[config.mk]
export PLATFORM = sky130hd
export DESIGN_NAME = rirc_ctrl
export DESIGN_NICKNAME = d
export VERILOG_FILES = /design/src/rtl/rirc_ctrl.v /design/src/rtl/rirc_sync.v
export VERILOG_INCLUDE_DIRS = /design/src /design/src/rtl
export SDC_FILE = /design/constraint.sdc
export NUM_CORES = 1
export LEC_CHECK = 0
export ABC_AREA = 0
export BUFFER_PORTS_ARGS = -buffer_cell sky130_fd_sc_hd__buf_4
export CORE_ASPECT_RATIO = 2
export CORE_MARGIN = 3
export CORE_UTILIZATION = 29
export DETAILED_ROUTE_END_ITERATION = 16
export SYNTH_ARGS = -nofsm -noshare
export SYNTH_HDL_FRONTEND = slang
export SYNTH_SLANG_ARGS = --single-unit
export TNS_END_PERCENT = 5
[constraint.sdc]
create_clock -name clk_sys -period 6.2 [get_ports clk_sys]
set_input_delay 1.24 -clock clk_sys [delete_from_list [all_inputs] [get_ports clk_sys]]
set_output_delay 1.24 -clock clk_sys [all_outputs]
set_load 0.01 [all_outputs]
[src/rtl/rirc_defs.vh]
// Constants for the reset and interrupt-return controller
`ifndef RIRC_DEFS_VH
`define RIRC_DEFS_VH

// ------------------------------------------------------------
// Register byte offsets
// ------------------------------------------------------------
`define RIRC_OFF_CTRL 8'h00
`define RIRC_OFF_VEC_HI 8'h04
`define RIRC_OFF_VEC_LO 8'h08
`define RIRC_OFF_SPEED 8'h0c
`define RIRC_OFF_INT_SPEED 8'h10
`define RIRC_OFF_FLAGS 8'h14
`define RIRC_OFF_IEN 8'h18
`define RIRC_OFF_PERIPH_EN 8'h1c
`define RIRC_OFF_TIMER0 8'h20
`define RIRC_OFF_STATUS 8'h24
`define RIRC_OFF_FUSE_A 8'h28
`define RIRC_OFF_FUSE_B 8'h2c
`define RIRC_OFF_SPC_HI 8'h30
`define RIRC_OFF_SPC_LO 8'h34

// ------------------------------------------------------------
// Field positions
// ------------------------------------------------------------
`define RIRC_CTRL_GIE 0
`define RIRC_CTRL_T0_RUN 1
`define RIRC_CTRL_WDT_KEEP 2
`define RIRC_CTRL_RTC_KEEP 3
`define RIRC_OPT_SPEED 2
`define RIRC_OPT_VEC 1
`define RIRC_OPT_T0ADD 0
`define RIRC_SRC_PORT 0
`define RIRC_SRC_RTC 1
`define RIRC_SRC_T0 2
`define RIRC_STAT_WD 0
`define RIRC_STAT_BO 1
`define RIRC_STAT_LATCH 2

// ------------------------------------------------------------
// Reset values and codes
// ------------------------------------------------------------
`define RIRC_RESET_PC 16'hfff0
`define RIRC_VEC_RST 16'h0000
`define RIRC_SPD_RST 8'h93
`define RIRC_SPD_STOP 4'hf
`define RIRC_BOD_OFF 3'h7
`define RIRC_CTRL_RST 4'h0

// ------------------------------------------------------------
// Timing counts
// ------------------------------------------------------------
`define RIRC_REFILL_CYC 2'h2
`define RIRC_STARTUP_LSB 7'h7f

`endif

[src/rtl/rirc_ctrl.v]
// Reset latch, clock-stop wake and interrupt return control
//
// Operation
// reti bit 2 restores pre-interrupt speed
// reti bit 1 writes next address to vector
// reti bit 0 adds accumulator to timer0
// Next interrupt starts after updating reti
// reti then two refill cycles at mainline speed
// Disabled peripheral cannot set its flag
// Software-set enabled flag still interrupts
// Software clears flag of peripheral it disables
// Speed stops core clock or system clock
// Interrupt logic runs while clocks stopped
// Port and timer interrupts wake without reset
// Watchdog, brown-out, pin wake via reset
// Every reset loads PC with FFF0
// Startup timer runs after pin high, clears latch
// Wakeup delay fuse sets startup length
// Watchdog cause bit tracks reset source
// Brown-out cause bit tracks reset source
// Held in reset while supply below threshold
// Level fuse selects threshold, 111 disables
// Fuses not writable by the program
// Single vector, default zero, two update paths
// Software sets vector before enabling interrupts
// reti sets global interrupt enable
// reti restores PC from saved PC
// Entry shadows speed, loads interrupt speed
// Any source sets latch, restarts timer
// All three reti options act together
`timescale 1ns/1ps
`include "rirc_defs.vh"
module rirc_ctrl (
    input wire clk_sys, // System clock, 40 MHz
    input wire rst_n, // Power-on reset, active low
    input wire [7:0] paddr, // APB address
    input wire psel, // APB select
    input wire penable, // APB enable
    input wire pwrite, // APB write
    input wire [31:0] pwdata, // APB write data
    output reg [31:0] prdata, // APB read data
    output reg pready, // APB ready
    output reg pslverr, // APB error on unmapped address
    input wire rst_pin_n, // External reset pin, active low
    input wire bod_low, // Brown-out comparator: supply below level
    input wire wdt_ovf, // Watchdog overflow
    input wire dbg_rst, // Debug target reset
    input wire port_evt, // Port interrupt edge event
    input wire rtc_evt, // Real-time timer event
    input wire [7:0] fuse_a_in, // Fuse cells, wakeup delay in [2:0]
    input wire [7:0] fuse_b_in, // Fuse cells, brown-out level in [2:0]
    input wire core_tick, // Core clock enable from the divider
    input wire [15:0] core_pc, // PC to save on interrupt entry
    input wire reti_vld, // Return instruction executes
    input wire [2:0] reti_opt, // Return option bits
    input wire [15:0] reti_pc, // Address of the return instruction
    input wire [7:0] w_acc, // Working accumulator
    output reg cpu_rst, // Core held in reset
    output reg pc_load, // Load PC pulse
    output reg [15:0] pc_val, // PC value to load
    output reg irq_take, // Interrupt entry pulse
    output reg core_stall, // Pipeline refill hold
    output reg core_clk_en, // Core clock gate
    output reg sys_clk_en, // System clock gate
    output reg wdt_run, // Watchdog keeps running in stop
    output reg rtc_run, // Real-time timer keeps running in stop
    output reg bod_en, // Brown-out detector enabled
    output reg [2:0] bod_level // Brown-out threshold select
);

// ------------------------------------------------------------
// Declarations
// ------------------------------------------------------------
wire [5:0] pin_q;
wire pin_high = pin_q[0];
wire bod_q = pin_q[1];
wire wdt_q = pin_q[2];
wire dbg_q = pin_q[3];
wire port_q = pin_q[4];
wire rtc_q = pin_q[5];

reg port_d_r;
reg rtc_d_r;
reg rst_latch_r;
reg [9:0] start_cnt_r;
reg wd_cause_r;
reg bo_cause_r;
reg [7:0] fuse_config_a;
reg [7:0] fuse_config_b;
reg [3:0] ctrl_r;
reg [15:0] vector_r;
reg [7:0] speed_setting_reg;
reg [7:0] interrupt_speed_reg;
reg [7:0] speed_shadow_r;
reg [3:0] flags_r;
reg [3:0] flags_nxt;
reg [3:0] ien_r;
reg [3:0] periph_en_r;
reg [7:0] timer0_count_reg;
reg [15:0] saved_pc_r;
reg [1:0] refill_r;
reg [1:0] refill_nxt;

wire chip_rst = !rst_n || rst_latch_r;
wire bod_act = bod_q && (fuse_config_b[2:0] != `RIRC_BOD_OFF);
wire src_any = !pin_high || bod_act || wdt_q || dbg_q;
wire [9:0] start_end = {fuse_config_a[2:0], `RIRC_STARTUP_LSB};
wire acc_wr = psel && penable && pready && pwrite;
wire t0_ovf = ctrl_r[`RIRC_CTRL_T0_RUN] && core_tick && (timer0_count_reg == 8'hff);
wire stop_sys = speed_setting_reg[7:4] == `RIRC_SPD_STOP;
wire stop_core = speed_setting_reg[3:0] == `RIRC_SPD_STOP;
wire [3:0] irq_act = flags_r & ien_r;
wire wake_req = |irq_act[`RIRC_SRC_RTC:`RIRC_SRC_PORT];
wire irq_go = ctrl_r[`RIRC_CTRL_GIE] && (|irq_act) && core_tick && !core_stall
    && !reti_vld && !rst_latch_r;
wire [3:0] hw_set;

// ------------------------------------------------------------
// Address decode
// ------------------------------------------------------------
function is_wr;
    input [7:0] a;
    input [7:0] off;
    begin
        is_wr = (a == off);
    end
endfunction

function is_mapped;
    input [7:0] a;
    begin
        is_mapped = (a[1:0] == 2'h0) && (a <= `RIRC_OFF_SPC_LO);
    end
endfunction

// ------------------------------------------------------------
// Pin synchroniser
// ------------------------------------------------------------
rirc_sync u_sync (
    .clk_sys(clk_sys),
    .rst_n(rst_n),
    .din({rtc_evt, port_evt, dbg_rst, wdt_ovf, bod_low, rst_pin_n}),
    .dout(pin_q)
);

// ------------------------------------------------------------
// Reset latch and startup timer
// ------------------------------------------------------------
always @(posedge clk_sys) begin
    if (!rst_n) begin
        rst_latch_r <= 1'b1;
        start_cnt_r <= 10'h000;
        wd_cause_r <= 1'b0;
        bo_cause_r <= 1'b0;
        fuse_config_a <= 8'h00;
        fuse_config_b <= 8'h00;
    end else begin
        if (rst_latch_r) begin
            fuse_config_a <= fuse_a_in;
            fuse_config_b <= fuse_b_in;
        end
        if (src_any) begin
            rst_latch_r <= 1'b1;
            start_cnt_r <= 10'h000;
            wd_cause_r <= wdt_q;
            bo_cause_r <= bod_act;
        end else if (rst_latch_r) begin
            if (start_cnt_r == start_end) begin
                rst_latch_r <= 1'b0;
            end else begin
                start_cnt_r <= start_cnt_r + 10'h001;
            end
        end
    end
end

// ------------------------------------------------------------
// Interrupt flags
// ------------------------------------------------------------
always @(posedge clk_sys) begin
    if (!rst_n) begin
        port_d_r <= 1'b0;
        rtc_d_r <= 1'b0;
    end else begin
        port_d_r <= port_q;
        rtc_d_r <= rtc_q;
    end
end

assign hw_set[`RIRC_SRC_PORT] = port_q && !port_d_r && periph_en_r[`RIRC_SRC_PORT];
assign hw_set[`RIRC_SRC_RTC] = rtc_q && !rtc_d_r && periph_en_r[`RIRC_SRC_RTC];
assign hw_set[`RIRC_SRC_T0] = t0_ovf && periph_en_r[`RIRC_SRC_T0];
assign hw_set[3] = 1'b0;

always @* begin
    flags_nxt = flags_r;
    if (acc_wr && is_wr(paddr, `RIRC_OFF_FLAGS)) begin
        flags_nxt = pwdata[3:0];
    end
    flags_nxt = flags_nxt | hw_set;
end

// ------------------------------------------------------------
// Refill counter
// ------------------------------------------------------------
always @* begin
    refill_nxt = refill_r;
    if (reti_vld && !rst_latch_r) begin
        refill_nxt = `RIRC_REFILL_CYC;
    end else if (core_tick && (refill_r != 2'h0)) begin
        refill_nxt = refill_r - 2'h1;
    end
end

// ------------------------------------------------------------
// Core-facing state
// ------------------------------------------------------------
always @(posedge clk_sys) begin
    if (chip_rst) begin
        ctrl_r <= `RIRC_CTRL_RST;
        vector_r <= `RIRC_VEC_RST;
        speed_setting_reg <= `RIRC_SPD_RST;
        interrupt_speed_reg <= `RIRC_SPD_RST;
        speed_shadow_r <= `RIRC_SPD_RST;
        flags_r <= 4'h0;
        ien_r <= 4'h0;
        periph_en_r <= 4'h0;
        timer0_count_reg <= 8'h00;
        saved_pc_r <= 16'h0000;
        refill_r <= 2'h0;
    end else begin
        flags_r <= flags_nxt;
        refill_r <= refill_nxt;
        if (ctrl_r[`RIRC_CTRL_T0_RUN] && core_tick) begin
            timer0_count_reg <= timer0_count_reg + 8'h01;
        end
        if (acc_wr) begin
            if (is_wr(paddr, `RIRC_OFF_CTRL)) begin
                ctrl_r <= pwdata[3:0];
            end
            if (is_wr(paddr, `RIRC_OFF_VEC_HI)) begin
                vector_r[15:8] <= pwdata[7:0];
            end
            if (is_wr(paddr, `RIRC_OFF_VEC_LO)) begin
                vector_r[7:0] <= pwdata[7:0];
            end
            if (is_wr(paddr, `RIRC_OFF_SPEED)) begin
                speed_setting_reg <= pwdata[7:0];
            end
            if (is_wr(paddr, `RIRC_OFF_INT_SPEED)) begin
                interrupt_speed_reg <= pwdata[7:0];
            end
            if (is_wr(paddr, `RIRC_OFF_IEN)) begin
                ien_r <= pwdata[3:0];
            end
            if (is_wr(paddr, `RIRC_OFF_PERIPH_EN)) begin
                periph_en_r <= pwdata[3:0];
            end
            if (is_wr(paddr, `RIRC_OFF_TIMER0)) begin
                timer0_count_reg <= pwdata[7:0];
            end
        end
        if (irq_go) begin
            ctrl_r[`RIRC_CTRL_GIE] <= 1'b0;
            saved_pc_r <= core_pc;
            speed_shadow_r <= speed_setting_reg;
            speed_setting_reg <= interrupt_speed_reg;
        end else if (reti_vld) begin
            ctrl_r[`RIRC_CTRL_GIE] <= 1'b1;
            if (reti_opt[`RIRC_OPT_SPEED]) begin
                speed_setting_reg <= speed_shadow_r;
            end
            if (reti_opt[`RIRC_OPT_VEC]) begin
                vector_r <= reti_pc + 16'h0001;
            end
            if (reti_opt[`RIRC_OPT_T0ADD]) begin
                timer0_count_reg <= timer0_count_reg + w_acc;
            end
        end else if ((stop_sys || stop_core) && wake_req) begin
            speed_setting_reg <= `RIRC_SPD_RST;
        end
    end
end

// ------------------------------------------------------------
// Core outputs
// ------------------------------------------------------------
always @(posedge clk_sys) begin
    if (!rst_n) begin
        cpu_rst <= 1'b1;
        pc_load <= 1'b0;
        pc_val <= `RIRC_RESET_PC;
        irq_take <= 1'b0;
        core_stall <= 1'b0;
        core_clk_en <= 1'b1;
        sys_clk_en <= 1'b1;
        wdt_run <= 1'b0;
        rtc_run <= 1'b0;
        bod_en <= 1'b0;
        bod_level <= 3'h0;
    end else begin
        cpu_rst <= rst_latch_r;
        pc_load <= 1'b0;
        irq_take <= irq_go;
        core_stall <= (refill_nxt != 2'h0) && !rst_latch_r;
        core_clk_en <= !(stop_sys || stop_core);
        sys_clk_en <= !stop_sys;
        wdt_run <= ctrl_r[`RIRC_CTRL_WDT_KEEP];
        rtc_run <= ctrl_r[`RIRC_CTRL_RTC_KEEP];
        bod_en <= fuse_config_b[2:0] != `RIRC_BOD_OFF;
        bod_level <= fuse_config_b[2:0];
        if (rst_latch_r) begin
            pc_val <= `RIRC_RESET_PC;
            pc_load <= !src_any && (start_cnt_r == start_end);
        end else if (irq_go) begin
            pc_val <= vector_r;
            pc_load <= 1'b1;
        end else if (reti_vld) begin
            pc_val <= saved_pc_r;
            pc_load <= 1'b1;
        end
    end
end

// ------------------------------------------------------------
// APB slave, no wait states
// ------------------------------------------------------------
always @(posedge clk_sys) begin
    if (!rst_n) begin
        prdata <= 32'h00000000;
        pready <= 1'b0;
        pslverr <= 1'b0;
    end else if (psel && !penable) begin
        pready <= 1'b1;
        pslverr <= !is_mapped(paddr);
        prdata <= 32'h00000000;
        if (!pwrite) begin
            case (paddr)
                `RIRC_OFF_CTRL: prdata[3:0] <= ctrl_r;
                `RIRC_OFF_VEC_HI: prdata[7:0] <= vector_r[15:8];
                `RIRC_OFF_VEC_LO: prdata[7:0] <= vector_r[7:0];
                `RIRC_OFF_SPEED: prdata[7:0] <= speed_setting_reg;
                `RIRC_OFF_INT_SPEED: prdata[7:0] <= interrupt_speed_reg;
                `RIRC_OFF_FLAGS: prdata[3:0] <= flags_r;
                `RIRC_OFF_IEN: prdata[3:0] <= ien_r;
                `RIRC_OFF_PERIPH_EN: prdata[3:0] <= periph_en_r;
                `RIRC_OFF_TIMER0: prdata[7:0] <= timer0_count_reg;
                `RIRC_OFF_STATUS: prdata[2:0] <= {rst_latch_r, bo_cause_r, wd_cause_r};
                `RIRC_OFF_FUSE_A: prdata[7:0] <= fuse_config_a;
                `RIRC_OFF_FUSE_B: prdata[7:0] <= fuse_config_b;
                `RIRC_OFF_SPC_HI: prdata[7:0] <= saved_pc_r[15:8];
                `RIRC_OFF_SPC_LO: prdata[7:0] <= saved_pc_r[7:0];
                default: prdata <= 32'h00000000;
            endcase
        end
    end else begin
        pready <= 1'b0;
        pslverr <= 1'b0;
    end
end

endmodule

[src/rtl/rirc_sync.v]
// Three-stage pin synchroniser with agreement filter
`timescale 1ns/1ps
module rirc_sync (
    input wire clk_sys, // System clock
    input wire rst_n, // Synchronous reset, active low
    input wire [5:0] din, // Asynchronous pin levels
    output wire [5:0] dout // Filtered levels
);

reg [5:0] s1_r;
reg [5:0] s2_r;
reg [5:0] s3_r;
reg [5:0] q_r;

assign dout = q_r;

// ------------------------------------------------------------
// Per-bit stages
// ------------------------------------------------------------
genvar i;
generate
    for (i = 0; i < 6; i = i + 1) begin : g_bit
        always @(posedge clk_sys) begin
            if (!rst_n) begin
                s1_r[i] <= 1'b0;
                s2_r[i] <= 1'b0;
                s3_r[i] <= 1'b0;
                q_r[i] <= 1'b0;
            end else begin
                s1_r[i] <= din[i];
                s2_r[i] <= s1_r[i];
                s3_r[i] <= s2_r[i];
                if (s2_r[i] == s3_r[i]) begin
                    q_r[i] <= s3_r[i];
                end
            end
        end
    end
endgenerate

endmodule

Word level (Yosys, flattened, before mapping)
Cells that the tools add are included.

Bits in registers: 199. Input bits: 112. Output and inout bits: 62. Logic and storage cells: 188.

$add $sub $neg: 5. Order comparisons: 1. Eq/ne operators: 24. Muxes and demuxes: 36. Bitwise logic cells: 4. Reduce and logical (&&, ||, !) cells: 60.

Operator list (number): $mux W8 (15); $mux W16 (6); $eq A8 B6 Y1 const B (6); $pmux W3 S14 (1); $pmux W4 S9 (1); $eq A8 B5 Y1 const B (4); $logic_and A1 B1 Y1 (24); $add A16 B1 Y16 const B (1); $eq A8 B4 Y1 const B (2); $reduce_and A2 Y1 (7); $pmux W1 S13 (1); $logic_not A1 Y1 (12); $add A10 B1 Y10 const B (1); $eq A10 B10 Y1 (1); $reduce_bool A2 Y1 (5); $mux W1 (9); $add A8 B1 Y8 const B (1); $add A8 B8 Y8 (1); $eq A4 B4 Y1 const B (2); $eq A8 B3 Y1 const B (1); $eq A8 B8 Y1 const B (1); $le A8 B6 Y1 const B (1); $logic_not A8 Y1 (1); $reduce_or A2 Y1 (4); other kinds (11) (22).

Logic depth before layout (Yosys ltp)
Word-level depth: 9. Mapped depth: 8.

Modules after synthesis
A second synthesis with hierarchy kept.

Cells, all modules: 976. Area, all modules: 8385.5 um^2.

By module, submodules not included: rirc_ctrl (times used 1, cells each 914, area an instance 7674.9 um^2, sequential area each 3022.9 um^2); rirc_sync (times used 1, cells each 62, area an instance 710.7 um^2, sequential area each 480.5 um^2).

Least setup slack after synthesis
OpenSTA, ideal clock, no wires.

Path kind: input-to-reg. From: in paddr[4]. To: reg speed_setting_reg[7]. Library setup time: 0.127 ns. Data arrival time: 3.036 ns. Required time: 6.073 ns. Slack: 3.036 ns. Stages on the path: 7. Path buffers: 2. Path through: buf_4 > or4_4 > buf_6 > nor3_4 > mux2_2 > a221oi_1 > o21ai_1.

Cells in the longest elaborated chain, start to end: 6. Elaborated cells on any way between the ends: 7.

Ends and longest elaborated chain: start, declared (line rirc_ctrl.v:36) `input wire [7:0] paddr,`; $eq A8 B4 Y1 * (line rirc_ctrl.v:125) `is_wr = (a == off);`; $mux W8 * (line rirc_ctrl.v:247) `` if (is_wr(paddr, `RIRC_OFF_SPEED)) begin ``; $mux W8 * (line rirc_ctrl.v:237) `if (acc_wr) begin`; $mux W8, on equally long branches (line rirc_ctrl.v:279, rirc_ctrl.v:270); $mux W8 * (line rirc_ctrl.v:268) `end else if (reti_vld) begin`; $mux W8 * (line rirc_ctrl.v:263) `if (irq_go) begin`; end signal, assigned (line rirc_ctrl.v:267) `speed_setting_reg <= interrupt_speed_reg;`; end signal, assigned (line rirc_ctrl.v:271) `speed_setting_reg <= speed_shadow_r;`; end signal, assigned (line rirc_ctrl.v:280) `` speed_setting_reg <= `RIRC_SPD_RST; ``; end, declared (line rirc_ctrl.v:92) `reg [7:0] speed_setting_reg;`.

Every way passes the cells marked *; elsewhere a longest branch is shown, timed or not. A chain may end at the register's enable or synchronous reset.

Worst setup path in the final report
From: in paddr[2]. To: reg speed_setting_reg[7].

Same word-level chain as after synthesis.

==> impl_metrics.json <==
{
  "routed-via-count": 7531,
  "drtAntennaViolNets": 0,
  "synth.top_cells.by_count": "sky130_fd_sc_hd__dfxtp_1 (175), sky130_fd_sc_hd__nand2_1 (132), sky130_fd_sc_hd__nor2_1 (69), sky130_fd_sc_hd__mux2i_1 (65), sky130_fd_sc_hd__clkbuf_1 (46)",
  "power-per-cell-area_nw_per_um2": 241,
  "clock-sinks": 175,
  "detail_route.iter0.violations": 499,
  "worst_setup_hold_path_clk_slew_ps": 70,
  "max-cap-violations": 0,
  "row_count": 87,
  "place.gp.congestion": 0.971,
  "clock-root-buffer": "sky130_fd_sc_hd__clkbuf_16",
  "grt_pass1_wl_um": 42600,
  "routed_via_density": 5.26,
  "finClkSkew_ps": 11.8,
  "timing_max_transition_violations_final": 0,
  "post_place_setup_slack_ps": 2750,
  "worstPathBufferInverterCount": 1,
  "grt_use_total": 0.178,
  "place_area_um2": 9620,
  "worstSetupEndpointType": "register",
  "cellInternalPower_mw": 1.92,
  "cts.hold.buffers_added": 0,
  "netlist_top_cells_area": "sky130_fd_sc_hd__dfxtp_1 (41%), sky130_fd_sc_hd__mux2i_1 (7.7%), sky130_fd_sc_hd__nand2_1 (5.9%)",
  "swShare": 0.225,
  "ys_ff_latch": 175,
  "finalNetCount": 1185,
  "seq_power_share": 0.462,
  "power.combinational.fraction": 0.066,
  "timing.critical_path.slowest_cell_delay_ps": 600,
  "wl_um": 28500,
  "setup-violations-final": 0,
  "syn-instance-count": 966,
  "worstPathRequired_ps": 6520,
  "postSynth.asyncResetShare": 0,
  "dr.pass1.iters": 8,
  "clock_tree_from_tritoncts": "yes",
  "grt_overflow": 0,
  "synth-edff-count": 0,
  "start_kind": "primary input",
  "synth-warning-count": 0,
  "synthDominantAreaCellType": "sky130_fd_sc_hd__dfxtp_1",
  "die-height_um": 248,
  "final.fill_count": 2964,
  "period_minus_slack_ps": 3010,
  "layout_worst_path_cycle_share": 0.486,
  "initial_utilization": 0.297,
  "clk-insertion-delay-late_ps": 440,
  "final.setup.worst_slack_ps": 3190,
  "ys_types": 69,
  "post_synth.cell_area_avg_um2": 8.76,
  "hp-class": "register to register",
  "post_cts_buffers": 0,
  "utilization_of_the_core_after_routing": 0.360,
  "cts.htree.levels": 4,
  "place_hpwl_um": 22400,
  "floorplan.die_area_um2": 31400,
  "antenna_found_initial": 1,
  "largest_registers": "pc_val (16), saved_pc_r (16), vector_r (16)",
  "finalHoldViolations": 0,
  "power_frac_clock": 0.473,
  "numPortBuffers": 125,
  "cts_buffer_depth": 2,
  "worst_ep_arrival_time_ps": 3340,
  "power.switching_mw": 0.559,
  "max_slew.worst_pin.slew_ps": 1190,
  "synthDominantCellAreaShare": 0.414,
  "route.detailed.drc": 0,
  "synthToLayoutAreaGrowth_pct": 21.3,
  "critical_path.top_delay_family": "simple AND/OR/NAND/NOR gates",
  "grt_start_max_net_pins": 77,
  "first_global_vias": 7425,
  "rel_slew_slack": 0.197,
  "critical_path.cell_chain": "buf_4, nand4bb_1, nor3_4, mux2_2, a221oi_1, o21ai_1",
  "p_total_mw": 2.48,
  "cts-resized-gates": 0,
  "worst_hold_slack_ps": 436,
  "clock.fmax_mhz": 332,
  "synth-main-ff-cell": "sky130_fd_sc_hd__dfxtp_1",
  "layout.cells.non_filler": 1431,
  "total_leakage_power_nw": 3.81,
  "totalNegativeSetupSlack_ps": 0,
  "status": "finished clean",
  "synth_most_common_cell": "sky130_fd_sc_hd__dfxtp_1",
  "boundaryPins": 174,
  "numCtsBuffers": 17,
  "detail_routed_net_length_per_standard_cell_um": 19.9,
  "critPathKind": "primary input to register",
  "ys_seq_area_frac": 0.414,
  "design_area_um2": 10300,
  "cp_max_fo": 22,
  "syn_area_um2": 8470,
  "vdd_ir_drop_max_mv": 0.174,
  "design.core.area_um2": 28500,
  "crit_path_top_delay_cell": "sky130_fd_sc_hd__nor3_4",
  "post_route_cells_drive_above_1_share": 0.183,
  "die_x_extent_um": 127,
  "rsz0062_at_grt": "false",
  "numPlacedInstances": 1398
}
[power by group through the flow]
stage / sequential [mW] / clock [mW] / combinational, mW
after floorplan: 1.17 / 0 / 0.0948
after global placement: 1.17 / 0 / 0.162
after detailed placement: 1.17 / 0 / 0.163
after CTS: 1.14 / 1.19 / 0.164
after global routing: 1.14 / 1.23 / 0.177
final: 1.14 / 1.17 / 0.163
[area by class of cell]
class | count | area (um^2) | share of cell area
clock buffer | 22 | 474 | 0.0462
inverter | 15 | 56.3 | 0.00548
tap | 356 | 445 | 0.0434
antenna | 1 | 2.50 | 0.000244
sequential | 175 | 3500 | 0.341
multi-input combinational | 718 | 4610 | 0.449
timing repair buffer | 134 | 1010 | 0.0980
clock inverter | 10 | 171 | 0.0167
[layout by cell type (no fill, tap or decap), drive strengths merged, types with 22 or more instances in the layout]
cell type and count:
and2 32, nor2 70, a21oi 44, nor3 22, a22oi 26, nand2 132
clkbuf 22, dfxtp 175, mux2i 65, o21ai 36, conb 24, nand3 30
a221oi 27, buf 134
[path summary, 6_finish.rpt]
kind                  startpoint              endpoint  slack, ps  cells after the start
max                     paddr[2]  speed_setting_reg[7]       3190                      6
min reg2reg       u_sync.s1_r[2]        u_sync.s2_r[2]        440                      1
max reg2reg  timer0_count_reg[0]   timer0_count_reg[6]       3870                      8
min               u_sync.s1_r[2]        u_sync.s2_r[2]        440                      1
[cells by family after synthesis]
logic type	count (synthesis)	share of synthesized area
buffers and inverters	96	0.0560
xor gates and xnor gates	34	0.0352
muxes	80	0.0968
DFF	175	0.414
adders and majority gates	12	0.0186
and+or+nand+nor	364	0.216
AOI/OAI and AO/OA	204	0.163
other	1	0.000443
[per-layer routing]
layer / routed length [um] / track usage / up-vias / part of all wire
li1: - / - / 3603 / -
met4: 1950 / 0.119 / 0 / 0.068
met2: 15500 / 0.339 / 278 / 0.54
met1: 9750 / 0.171 / 3557 / 0.34
met5: 0 / 0 / - / 0
met3: 1310 / 0.0325 / 93 / 0.046
Power figures use the tool's default switching activity.
